File: src/logic/pfa_pkg.sv
package pfa_pkg;

  // ----------------------------------------------------------------
  // Register indices (byte address is four times the index)
  // ----------------------------------------------------------------
  localparam logic [5:0] IDX_CONTROL = 6'h01;
  localparam logic [5:0] IDX_ALARM_A_SRC = 6'h0e;
  localparam logic [5:0] IDX_ALARM_B_SRC = 6'h0f;
  localparam logic [5:0] IDX_PIN_FUNC_1 = 6'h10;
  localparam logic [5:0] IDX_PIN_FUNC_2 = 6'h11;
  localparam logic [5:0] IDX_PIN_FUNC_3 = 6'h12;
  localparam logic [5:0] IDX_PIN_FUNC_4 = 6'h13;
  localparam logic [5:0] IDX_PRESET_OPT = 6'h14;

  // ----------------------------------------------------------------
  // Power-on values and writable-bit masks
  // ----------------------------------------------------------------
  localparam logic [7:0] RST_ALARM_SRC = 8'h00;
  localparam logic [7:0] RST_PIN_FUNC_1 = 8'h7f;
  localparam logic [7:0] RST_PIN_FUNC_2 = 8'hce;
  localparam logic [7:0] RST_PIN_FUNC_3 = 8'h42;
  localparam logic [7:0] RST_PIN_FUNC_4 = 8'hfc;
  localparam logic [7:0] RST_PRESET_OPT = 8'h01;
  localparam logic [7:0] WMASK_ALARM_SRC = 8'h1f;
  localparam logic [7:0] WMASK_PIN_FUNC_3 = 8'hfe;
  localparam logic [7:0] WMASK_PIN_FUNC_4 = 8'hfc;
  localparam logic [7:0] WMASK_PRESET_OPT = 8'h1f;

  // ----------------------------------------------------------------
  // Field positions
  // ----------------------------------------------------------------
  localparam int ALM_TIMER_EN = 0;
  localparam int ALM_LOCAL = 1;
  localparam int ALM_REMOTE_LO = 2;
  localparam int PF1_PIN7 = 0;
  localparam int PF1_PIN4 = 1;
  localparam int PF1_DIODE_C = 5;
  localparam int PF1_DIODE_A = 6;
  localparam int PF1_VID = 7;
  localparam int PF2_PIN23_LO = 0;
  localparam int PF2_PIN22 = 2;
  localparam int PF2_PIN21 = 3;
  localparam int PF2_PIN19 = 4;
  localparam int PF2_PIN15 = 5;
  localparam int PF2_PIN13 = 6;
  localparam int PF2_PIN8 = 7;
  localparam int PF3_PIN27 = 1;
  localparam int PF3_PIN26_LO = 2;
  localparam int PF3_PIN25_LO = 4;
  localparam int PF3_PIN24_LO = 6;
  localparam int PF4_PIN32 = 2;
  localparam int PF4_PIN31 = 3;
  localparam int PF4_PIN29_LO = 4;
  localparam int PF4_PIN28_LO = 6;
  localparam int CTL_SOFT_RESET = 0;
  localparam int CTL_LOCK = 1;

  // Two-bit selector codes of pins 28/29
  localparam logic [1:0] SEL_DEFAULT = 2'b00;
  localparam logic [1:0] SEL_ALT_VOLT = 2'b01;

  // ----------------------------------------------------------------
  // Types
  // ----------------------------------------------------------------
  typedef struct packed {
    logic [7:0] alarm_a_src;
    logic [7:0] alarm_b_src;
    logic [7:0] pin_func_1;
    logic [7:0] pin_func_2;
    logic [7:0] pin_func_3;
    logic [7:0] pin_func_4;
    logic [7:0] preset_opt;
    logic lock;
  } pfa_cfg_t;

  typedef struct packed {
    logic local_over;
    logic [2:0] remote_over;
  } pfa_temp_t;

  typedef struct packed {
    logic [31:0] out;
    logic [31:0] oe;
  } pfa_pins_t;

endpackage : pfa_pkg

File: src/logic/pfa_pin_function_and_alarm_config.sv
// Decided for this implementation: the APB slave port.
`timescale 1ns/1ps
module pfa_pin_function_and_alarm_config #(
  parameter int NUM_PINS = 32
) (
  // APB slave
  input wire logic pclk,
  input wire logic presetn,
  input wire logic psel,
  input wire logic penable,
  input wire logic pwrite,
  input wire logic [7:0] paddr,
  input wire logic [31:0] pwdata,
  output logic [31:0] prdata,
  output logic pready,
  output logic pslverr,
  // Temperature comparator results
  input wire pfa_pkg::pfa_temp_t temp_over_a,
  input wire pfa_pkg::pfa_temp_t temp_over_b,
  // Core-side sources for pin drivers
  input wire logic [8:1] general_io_out,
  input wire logic [8:1] general_io_oe,
  input wire logic [4:1] fan_drive_out,
  // Package pins, bit n-1 is pin n
  input wire logic [NUM_PINS-1:0] pin_in,
  output logic [NUM_PINS-1:0] pin_out,
  output logic [NUM_PINS-1:0] pin_oe,
  // Alarm outputs and timer enables
  output logic thermal_alarm_a_n,
  output logic thermal_alarm_b_n,
  output logic alarm_a_timer_en,
  output logic alarm_b_timer_en,
  // Routed inputs towards the core
  output logic [8:1] fan_speed_in,
  output logic [8:1] general_io_in,
  output logic [6:0] voltage_id_inputs,
  output logic chassis_intrusion_in,
  output logic fan_b_full_speed_in,
  output logic regulator_hot_a,
  output logic regulator_hot_b,
  output logic bus_termination_sense_a,
  output logic bus_termination_sense_b,
  // Analog front-end selections
  output logic remote_diode_a_select,
  output logic remote_diode_c_select,
  output logic [1:0] pin23_range,
  output logic [1:0] pin24_range,
  output logic pin19_low_range,
  output logic pin15_low_range,
  output logic [11:0] voltage_input_en,
  output logic [4:0] preset_option
);

  // ----------------------------------------------------------------
  // State
  // ----------------------------------------------------------------
  typedef struct packed {
    pfa_pkg::pfa_cfg_t cfg;
    logic [31:0] prdata;
    logic pready;
    logic pslverr;
    pfa_pkg::pfa_pins_t pins;
    logic alarm_a_n;
    logic alarm_b_n;
    logic timer_a;
    logic timer_b;
    logic [8:1] fan_speed;
    logic [8:1] gio_in;
    logic [6:0] vid;
    logic intrusion;
    logic fan_b_full;
    logic vr_hot_a;
    logic vr_hot_b;
    logic term_a;
    logic term_b;
    logic diode_a;
    logic diode_c;
    logic [1:0] r23;
    logic [1:0] r24;
    logic r19;
    logic r15;
    logic [11:0] volt_en;
    logic [4:0] preset;
  } pfa_state_t;

  localparam pfa_pkg::pfa_cfg_t CFG_POR = '{
    alarm_a_src: pfa_pkg::RST_ALARM_SRC,
    alarm_b_src: pfa_pkg::RST_ALARM_SRC,
    pin_func_1: pfa_pkg::RST_PIN_FUNC_1,
    pin_func_2: pfa_pkg::RST_PIN_FUNC_2,
    pin_func_3: pfa_pkg::RST_PIN_FUNC_3,
    pin_func_4: pfa_pkg::RST_PIN_FUNC_4,
    preset_opt: pfa_pkg::RST_PRESET_OPT,
    lock: 1'b0
  };

  pfa_state_t state_ff;
  pfa_state_t nxt_state;

  logic [5:0] idx;
  logic aligned;
  logic mapped;
  logic [7:0] rd_byte;
  logic vid_mode;
  logic alarm_a_hit;
  logic alarm_b_hit;
  logic [1:0] sel25;
  logic [1:0] sel26;
  logic [1:0] sel28;
  logic [1:0] sel29;

  assign idx = paddr[7:2];
  assign aligned = (paddr[1:0] == 2'b00);

  // ----------------------------------------------------------------
  // Next state
  // ----------------------------------------------------------------
  always_comb begin
    pfa_pkg::pfa_cfg_t c;
    logic [7:0] wb;
    c = state_ff.cfg;
    wb = pwdata[7:0];
    nxt_state = state_ff;

    // Address decode and read mux
    mapped = aligned;
    rd_byte = 8'h00;
    unique case (idx)
      pfa_pkg::IDX_CONTROL: rd_byte = {6'h00, c.lock, 1'b0};
      pfa_pkg::IDX_ALARM_A_SRC: rd_byte = c.alarm_a_src;
      pfa_pkg::IDX_ALARM_B_SRC: rd_byte = c.alarm_b_src;
      pfa_pkg::IDX_PIN_FUNC_1: rd_byte = c.pin_func_1;
      pfa_pkg::IDX_PIN_FUNC_2: rd_byte = c.pin_func_2;
      pfa_pkg::IDX_PIN_FUNC_3: rd_byte = c.pin_func_3;
      pfa_pkg::IDX_PIN_FUNC_4: rd_byte = c.pin_func_4;
      pfa_pkg::IDX_PRESET_OPT: rd_byte = c.preset_opt;
      default: mapped = 1'b0;
    endcase

    // Setup phase prepares the answer so pready can come from a flop
    if (psel && !penable) begin
      nxt_state.pready = 1'b1;
      nxt_state.pslverr = !mapped;
      nxt_state.prdata = (mapped && !pwrite) ? {24'h000000, rd_byte} : '0;
    end else begin
      nxt_state.pready = 1'b0;
      nxt_state.pslverr = 1'b0;
    end

    // Writes land at the access edge; a locked set ignores all writes except those to the control register
    if (psel && penable && state_ff.pready && pwrite && mapped) begin
      if (idx == pfa_pkg::IDX_CONTROL) begin
        if (wb[pfa_pkg::CTL_SOFT_RESET]) begin
          c = CFG_POR;
          c.lock = state_ff.cfg.lock;
        end
        if (wb[pfa_pkg::CTL_LOCK]) begin
          c.lock = 1'b1;
        end
      end else if (!c.lock) begin
        unique case (idx)
          pfa_pkg::IDX_ALARM_A_SRC:
            c.alarm_a_src = wb & pfa_pkg::WMASK_ALARM_SRC;
          pfa_pkg::IDX_ALARM_B_SRC:
            c.alarm_b_src = wb & pfa_pkg::WMASK_ALARM_SRC;
          pfa_pkg::IDX_PIN_FUNC_1: c.pin_func_1 = wb;
          pfa_pkg::IDX_PIN_FUNC_2: c.pin_func_2 = wb;
          pfa_pkg::IDX_PIN_FUNC_3:
            c.pin_func_3 = wb & pfa_pkg::WMASK_PIN_FUNC_3;
          pfa_pkg::IDX_PIN_FUNC_4:
            c.pin_func_4 = wb & pfa_pkg::WMASK_PIN_FUNC_4;
          pfa_pkg::IDX_PRESET_OPT:
            c.preset_opt = wb & pfa_pkg::WMASK_PRESET_OPT;
          default: c = c;
        endcase
      end
    end
    nxt_state.cfg = c;

    // ----------------------------------------------------------------
    // Outputs follow the stored configuration one cycle later
    // ----------------------------------------------------------------
    vid_mode = state_ff.cfg.pin_func_1[pfa_pkg::PF1_VID];
    sel25 = state_ff.cfg.pin_func_3[pfa_pkg::PF3_PIN25_LO +: 2];
    sel26 = state_ff.cfg.pin_func_3[pfa_pkg::PF3_PIN26_LO +: 2];
    sel28 = state_ff.cfg.pin_func_4[pfa_pkg::PF4_PIN28_LO +: 2];
    sel29 = state_ff.cfg.pin_func_4[pfa_pkg::PF4_PIN29_LO +: 2];

    nxt_state.timer_a = state_ff.cfg.alarm_a_src[pfa_pkg::ALM_TIMER_EN];
    nxt_state.timer_b = state_ff.cfg.alarm_b_src[pfa_pkg::ALM_TIMER_EN];
    alarm_a_hit = |({temp_over_a.remote_over, temp_over_a.local_over}
      & state_ff.cfg.alarm_a_src[pfa_pkg::ALM_LOCAL +: 4]);
    alarm_b_hit = |({temp_over_b.remote_over, temp_over_b.local_over}
      & state_ff.cfg.alarm_b_src[pfa_pkg::ALM_LOCAL +: 4]);
    nxt_state.alarm_a_n = !alarm_a_hit;
    nxt_state.alarm_b_n = !alarm_b_hit;

    // deselected paths read zero and stop driving
    nxt_state.pins.out = '0;
    nxt_state.pins.oe = '0;
    nxt_state.fan_speed = '0;
    nxt_state.gio_in = '0;
    nxt_state.vid = '0;
    nxt_state.volt_en = '0;

    if (state_ff.cfg.pin_func_1[pfa_pkg::PF1_PIN7]) begin
      nxt_state.fan_speed[5] = pin_in[6];
    end else begin
      nxt_state.volt_en[0] = 1'b1;
    end

    // voltage-ID mode overrides pins 1-4, 28, 31, 32
    if (vid_mode) begin
      nxt_state.vid[3:0] = pin_in[3:0];
      nxt_state.vid[4] = pin_in[30];
      nxt_state.vid[5] = pin_in[31];
      nxt_state.vid[6] = pin_in[27];
    end else begin
      for (int n = 1; n <= 4; n++) begin
        if (state_ff.cfg.pin_func_1[pfa_pkg::PF1_PIN4 + 4 - n]) begin
          nxt_state.fan_speed[n] = pin_in[n-1];
        end else begin
          nxt_state.gio_in[n] = pin_in[n-1];
          nxt_state.pins.out[n-1] = general_io_out[n];
          nxt_state.pins.oe[n-1] = general_io_oe[n];
        end
      end
      if (state_ff.cfg.pin_func_4[pfa_pkg::PF4_PIN32]) begin
        nxt_state.pins.out[31] = fan_drive_out[2];
        nxt_state.pins.oe[31] = 1'b1;
      end else begin
        nxt_state.gio_in[6] = pin_in[31];
        nxt_state.pins.out[31] = general_io_out[6];
        nxt_state.pins.oe[31] = general_io_oe[6];
      end
      if (state_ff.cfg.pin_func_4[pfa_pkg::PF4_PIN31]) begin
        nxt_state.pins.out[30] = fan_drive_out[1];
        nxt_state.pins.oe[30] = 1'b1;
      end else begin
        nxt_state.gio_in[5] = pin_in[30];
        nxt_state.pins.out[30] = general_io_out[5];
        nxt_state.pins.oe[30] = general_io_oe[5];
      end
    end

    // pin 28: general I/O, 1.5 V, or alarm A (open drain)
    // 1.5 V is chosen per pin: sel28 sets pin 28 and sel29 sets pin 29
    if (!vid_mode) begin
      if (sel28 == pfa_pkg::SEL_DEFAULT) begin
        nxt_state.gio_in[7] = pin_in[27];
        nxt_state.pins.out[27] = general_io_out[7];
        nxt_state.pins.oe[27] = general_io_oe[7];
      end else if (sel28 == pfa_pkg::SEL_ALT_VOLT) begin
        nxt_state.volt_en[1] = 1'b1;
      end else begin
        nxt_state.pins.oe[27] = alarm_a_hit;
      end
    end
    // pin 29: general I/O, 1.5 V, or alarm B (open drain)
    if (sel29 == pfa_pkg::SEL_DEFAULT) begin
      nxt_state.gio_in[8] = pin_in[28];
      nxt_state.pins.out[28] = general_io_out[8];
      nxt_state.pins.oe[28] = general_io_oe[8];
    end else if (sel29 == pfa_pkg::SEL_ALT_VOLT) begin
      nxt_state.volt_en[2] = 1'b1;
    end else begin
      nxt_state.pins.oe[28] = alarm_b_hit;
    end
    // Open-drain alarm drive only ever pulls low
    nxt_state.pins.out[27] = nxt_state.pins.oe[27] & (sel28[1] == 1'b0)
      & nxt_state.pins.out[27];
    nxt_state.pins.out[28] = nxt_state.pins.oe[28] & (sel29[1] == 1'b0)
      & nxt_state.pins.out[28];

    if (state_ff.cfg.pin_func_2[pfa_pkg::PF2_PIN22]) begin
      nxt_state.fan_speed[8] = pin_in[21];
    end else begin
      nxt_state.volt_en[3] = 1'b1;
    end
    if (state_ff.cfg.pin_func_2[pfa_pkg::PF2_PIN21]) begin
      nxt_state.fan_speed[7] = pin_in[20];
    end else begin
      nxt_state.volt_en[4] = 1'b1;
    end
    if (state_ff.cfg.pin_func_2[pfa_pkg::PF2_PIN8]) begin
      nxt_state.fan_speed[6] = pin_in[7];
    end else begin
      nxt_state.volt_en[5] = 1'b1;
    end

    if (state_ff.cfg.pin_func_2[pfa_pkg::PF2_PIN13]) begin
      nxt_state.pins.out[12] = fan_drive_out[4];
      nxt_state.pins.oe[12] = 1'b1;
    end else begin
      nxt_state.volt_en[6] = 1'b1;
    end

    // diode inputs or voltage plus termination sense
    nxt_state.diode_c = state_ff.cfg.pin_func_1[pfa_pkg::PF1_DIODE_C];
    nxt_state.diode_a = state_ff.cfg.pin_func_1[pfa_pkg::PF1_DIODE_A];
    nxt_state.term_b = !nxt_state.diode_c & pin_in[19];
    nxt_state.term_a = !nxt_state.diode_a & pin_in[15];
    nxt_state.volt_en[7] = !nxt_state.diode_c;
    nxt_state.volt_en[8] = !nxt_state.diode_a;
    // ranges only mean something with the diode off
    nxt_state.r19 = !nxt_state.diode_c
      & state_ff.cfg.pin_func_2[pfa_pkg::PF2_PIN19];
    nxt_state.r15 = !nxt_state.diode_a
      & state_ff.cfg.pin_func_2[pfa_pkg::PF2_PIN15];

    nxt_state.r23 = state_ff.cfg.pin_func_2[pfa_pkg::PF2_PIN23_LO +: 2];
    nxt_state.r24 = state_ff.cfg.pin_func_3[pfa_pkg::PF3_PIN24_LO +: 2];

    nxt_state.intrusion = state_ff.cfg.pin_func_3[pfa_pkg::PF3_PIN27]
      & pin_in[26];
    nxt_state.fan_b_full = !state_ff.cfg.pin_func_3[pfa_pkg::PF3_PIN27]
      & pin_in[26];

    // pins 26 and 25; codes 10 and 11 both mean regulator hot
    nxt_state.vr_hot_b = sel26[1] & pin_in[25];
    nxt_state.vr_hot_a = sel25[1] & pin_in[24];
    nxt_state.volt_en[9] = !sel26[1];
    nxt_state.volt_en[10] = !sel25[1];
    nxt_state.volt_en[11] = 1'b0;

    nxt_state.preset = state_ff.cfg.preset_opt[4:0];
  end

  // ----------------------------------------------------------------
  // Registers
  // ----------------------------------------------------------------
  always_ff @(posedge pclk or negedge presetn) begin
    if (!presetn) begin
      state_ff <= '{
        cfg: CFG_POR,
        prdata: 32'h00000000,
        pins: '{out: 32'h00000000, oe: 32'h00000000},
        alarm_a_n: 1'b1,
        alarm_b_n: 1'b1,
        default: '0
      };
    end else begin
      state_ff <= nxt_state;
    end
  end

  // ----------------------------------------------------------------
  // Output wiring
  // ----------------------------------------------------------------
  assign prdata = state_ff.prdata;
  assign pready = state_ff.pready;
  assign pslverr = state_ff.pslverr;
  assign pin_out = state_ff.pins.out[NUM_PINS-1:0];
  assign pin_oe = state_ff.pins.oe[NUM_PINS-1:0];
  assign thermal_alarm_a_n = state_ff.alarm_a_n;
  assign thermal_alarm_b_n = state_ff.alarm_b_n;
  assign alarm_a_timer_en = state_ff.timer_a;
  assign alarm_b_timer_en = state_ff.timer_b;
  assign fan_speed_in = state_ff.fan_speed;
  assign general_io_in = state_ff.gio_in;
  assign voltage_id_inputs = state_ff.vid;
  assign chassis_intrusion_in = state_ff.intrusion;
  assign fan_b_full_speed_in = state_ff.fan_b_full;
  assign regulator_hot_a = state_ff.vr_hot_a;
  assign regulator_hot_b = state_ff.vr_hot_b;
  assign bus_termination_sense_a = state_ff.term_a;
  assign bus_termination_sense_b = state_ff.term_b;
  assign remote_diode_a_select = state_ff.diode_a;
  assign remote_diode_c_select = state_ff.diode_c;
  assign pin23_range = state_ff.r23;
  assign pin24_range = state_ff.r24;
  assign pin19_low_range = state_ff.r19;
  assign pin15_low_range = state_ff.r15;
  assign voltage_input_en = state_ff.volt_en;
  assign preset_option = state_ff.preset;

endmodule : pfa_pin_function_and_alarm_config

File: config.mk
export PLATFORM = sky130hd
export DESIGN_NAME = pfa_pin_function_and_alarm_config
export DESIGN_NICKNAME = d
export VERILOG_FILES = /design/src/logic/pfa_pkg.sv /design/src/logic/pfa_pin_function_and_alarm_config.sv
export SDC_FILE = /design/constraint.sdc
export NUM_CORES = 1
export LEC_CHECK = 0
export ABC_AREA = 1
export BUFFER_PORTS_ARGS = -buffer_cell sky130_fd_sc_hd__buf_2
export CORE_ASPECT_RATIO = 1.5
export CORE_UTILIZATION = 31
export DETAILED_ROUTE_END_ITERATION = 8
export SLEW_MARGIN = 20
export SYNTH_ARGS = -nofsm -noshare
export SYNTH_HDL_FRONTEND = slang
export SYNTH_SLANG_ARGS = --single-unit
File: constraint.sdc
create_clock -name pclk -period 1.35 [get_ports pclk]
set_input_delay 0.135 -clock pclk [delete_from_list [all_inputs] [get_ports pclk]]
set_output_delay 0.135 -clock pclk [all_outputs]
set_load 0.03 [all_outputs]
==> impl_metrics.ini <==
[outcome]
status = completed

[floorplanning]
ioPinCount = 261
die_y_um = 179
die_area_um2 = 21400
die_w_um = 120
num_rows = 64
start_util_pct = 31.6
core_um2 = 20400

[setup_path]
crit_path_start_kind = register
arrival_ns = 1.67
cpPeakStageDelay_ns = 0.41
path_class = reg -> reg
critical-path-slowest-cell = dfrtp_1
crit_fanout = 8
crit_top_cell = buf_4
crit_chain = buf_4 > o21ai_1 > buf_4 > nand4_1 > nand2_1
crit_required_ns = 1.70
endpoint_kind = register

[cells_and_area]
num_antenna_cells = 0
final_nets = 1024
nFillCells = 2031
layout.cells.most_common_list = nand2_1 (158), buf_2 (148), dfrtp_1 (106), buf_4 (77), conb_1 (71)
final_common_cell = nand2_1
fin_cells = 1196
area_growth_pct = 31.5
drive_gt1_share_pct = 34.7

[routing]
drc = 0
drt-pass1-iter-count = 4
drt_wl_total_um = 17200
drtIter0Drc = 295
routedWlPerCell_um = 14.4
ant_nets = 0
num_vias = 5149
viasPerCell = 4.31

[flow_run]
cap_violations = 0

[sta]
layout_min_cycle_time_ns = 1.32
setup_viol = 0
slew_violations = 0
rsz0062_at_grt = yes
finalCritPeriodShare_pct = 97.5
fin_hold_ws_ns = 0.0471
fmax_mhz = 759
finClkSkew_ns = 0.0113
hold_viol = 0

[place]
portBuffers = 149
dp_cells = 1118
place.gp.congestion = 0.908
hpwl_um = 13100

[clock_tree]
clkSinkCount = 130
cts.clk_slew.worst_paths_ns = 0.06
numCtsBuffers = 17
cts_tree = yes
cts-root-buf = clkbuf_16
clockBufferDepth = 2
htreeDepth = 4
clkLatencyLatePin_ns = 0.41

[power]
p_leak_nw = 4.58
peakVddDrop_mv = 0.793
p_per_area_nw_per_um2 = 1120

[global_route]
antenna_found_initial = 0
overflow = 0
grtUsageTotal_pct = 16.4
grt_pass1_wl_um = 26300
grt_max_degree = 33
grt_pass1_vias = 4966

[hold_path]
hold_class = in -> reg

[synth]
ys_seq_elements = 130
synth_top_area_share_pct = 41.5
syn_inst = 706
synth_edf_count = 0
yosys_warnings = 0
ys_types = 35
synth_area_um2 = 6460
yosysTopAreaCell = dfrtp_1
seq_area_frac_synth_pct = 50.8
syn_avg_cell_area_um2 = 9.15
synth.area.top_cells = dfrtp_1 (41%), buf_4 (17%), dfstp_2 (9.4%)
async_reset_ff_share_pct = 100
ys.flop_type = dfrtp_1
## report_power, final
part / internal, W / switching (W) / leakage (nW)
Combinational: 0.000274 / 0.000612 / 2.67
Sequential: 0.00395 / 0.00000985 / 1.62
Clock: 0.00299 / 0.00166 / 0.290
Total: 0.00721 / 0.00228 / 4.58
## synthesized netlist by cell type (8+ instances only)
library cell and number:
buf_4 144, dfrtp_1 107, dfstp_2 23, inv_1 66, nand2_1 159, nand3_1 8, nand4_1 51, nor2_1 46
nor3_1 14, o21ai_0 28
## worst paths after layout
| check | to | slack (ns) | cells after the start | start |
|---|---|---|---|---|
| setup / recovery | state_ff[168] | 0.03 | 5 | state_ff[156] |
| hold / removal | pready | 0.05 | 3 | penable |
| setup reg to reg | state_ff[168] | 0.03 | 5 | state_ff[156] |
| hold reg to reg | preset_option[3] | 0.41 | 0 | nxt_state[3] |
| max in group asynchronous | sel29[1] | 0.57 | 3 | presetn |
| min in group asynchronous | voltage_input_en[4] | 0.17 | 2 | presetn |
## metrics by stage
| step | worst slack [ns] | area (um^2) | setup TNS (ns) | power (W) | utilization, % |
|---|---|---|---|---|---|
| 2_1_floorplan | -0.0132 | 6720 | -0.140 | 0.00470 | - |
| 3_3_place_gp | -0.225 | 7370 | -9.36 | 0.00480 | 36.1 |
| 3_5_place_dp | -0.247 | 7370 | -10.76 | 0.00480 | 36.1 |
| 4_1_cts | 0.0215 | 8430 | 0 | 0.00960 | 41.3 |
| 5_1_grt | -0.0369 | 8490 | -0.309 | 0.00984 | 41.6 |
| 6_report | 0.0333 | 8490 | 0 | 0.00950 | 41.6 |
## critical path: cells and delay by family, from the launching register on
kind                   cells  cell delay (ns)
buffers and inverters      2             0.35
DFF                        1             0.41
and+or+nand+nor            2             0.23
AOI/OAI and AO/OA          1             0.26
## repair_timing
action                     in CTS  in global routing
setup buffers                   0                  1
setup endpoints to repair      14                 37
hold endpoints to repair      168                  0
hold buffers                   45                  0
gates resized for setup         4                 12
cloned                          0                  0
pin swaps                       0                  5
## state kept, by name, indices dropped and copies added, names as in the netlist, 5 cells and up
| signal | flops |
|---|---|
| fan_speed_in | 8 |
| general_io_in | 8 |
| nxt_state | 13 |
| pin_oe | 9 |
| pin_out | 9 |
| prdata | 8 |
| preset_option | 5 |
| state_ff | 24 |
| voltage_id_inputs | 7 |
| voltage_input_en | 11 |
## cell type report
class / instances / area, um^2 / area share (%)
repair buffers: 279 / 1920 / 22.6
inverters: 69 / 259 / 3.05
clock inverters: 10 / 134 / 1.58
multi-input cells: 422 / 2100 / 24.7
flip-flops and latches: 130 / 3280 / 38.7
well taps: 264 / 330 / 3.89
clock buffers: 22 / 464 / 5.47
## per-layer routing
layer | up-vias | track usage [%] | part of all wire (%)
met5 | - | 0 | 0
met4 | 0 | 7.60 | 2.9
met3 | 27 | 2.74 | 4.5
met2 | 199 | 30.8 | 54
met1 | 2438 | 17.8 | 38
li1 | 2485 | - | -
## cell families (layout without fill, tap and decap cells)
logic type      after synthesis  count (layout)  share of synthesized area, %
flops                       130             130                          50.8
other cells                   1              71                        0.0581
buf+inv                     224             380                          21.6
simple gates                303             303                          22.8
compound gates               48              48                          4.73
Note: power is estimated with default switching activity, not from simulation.
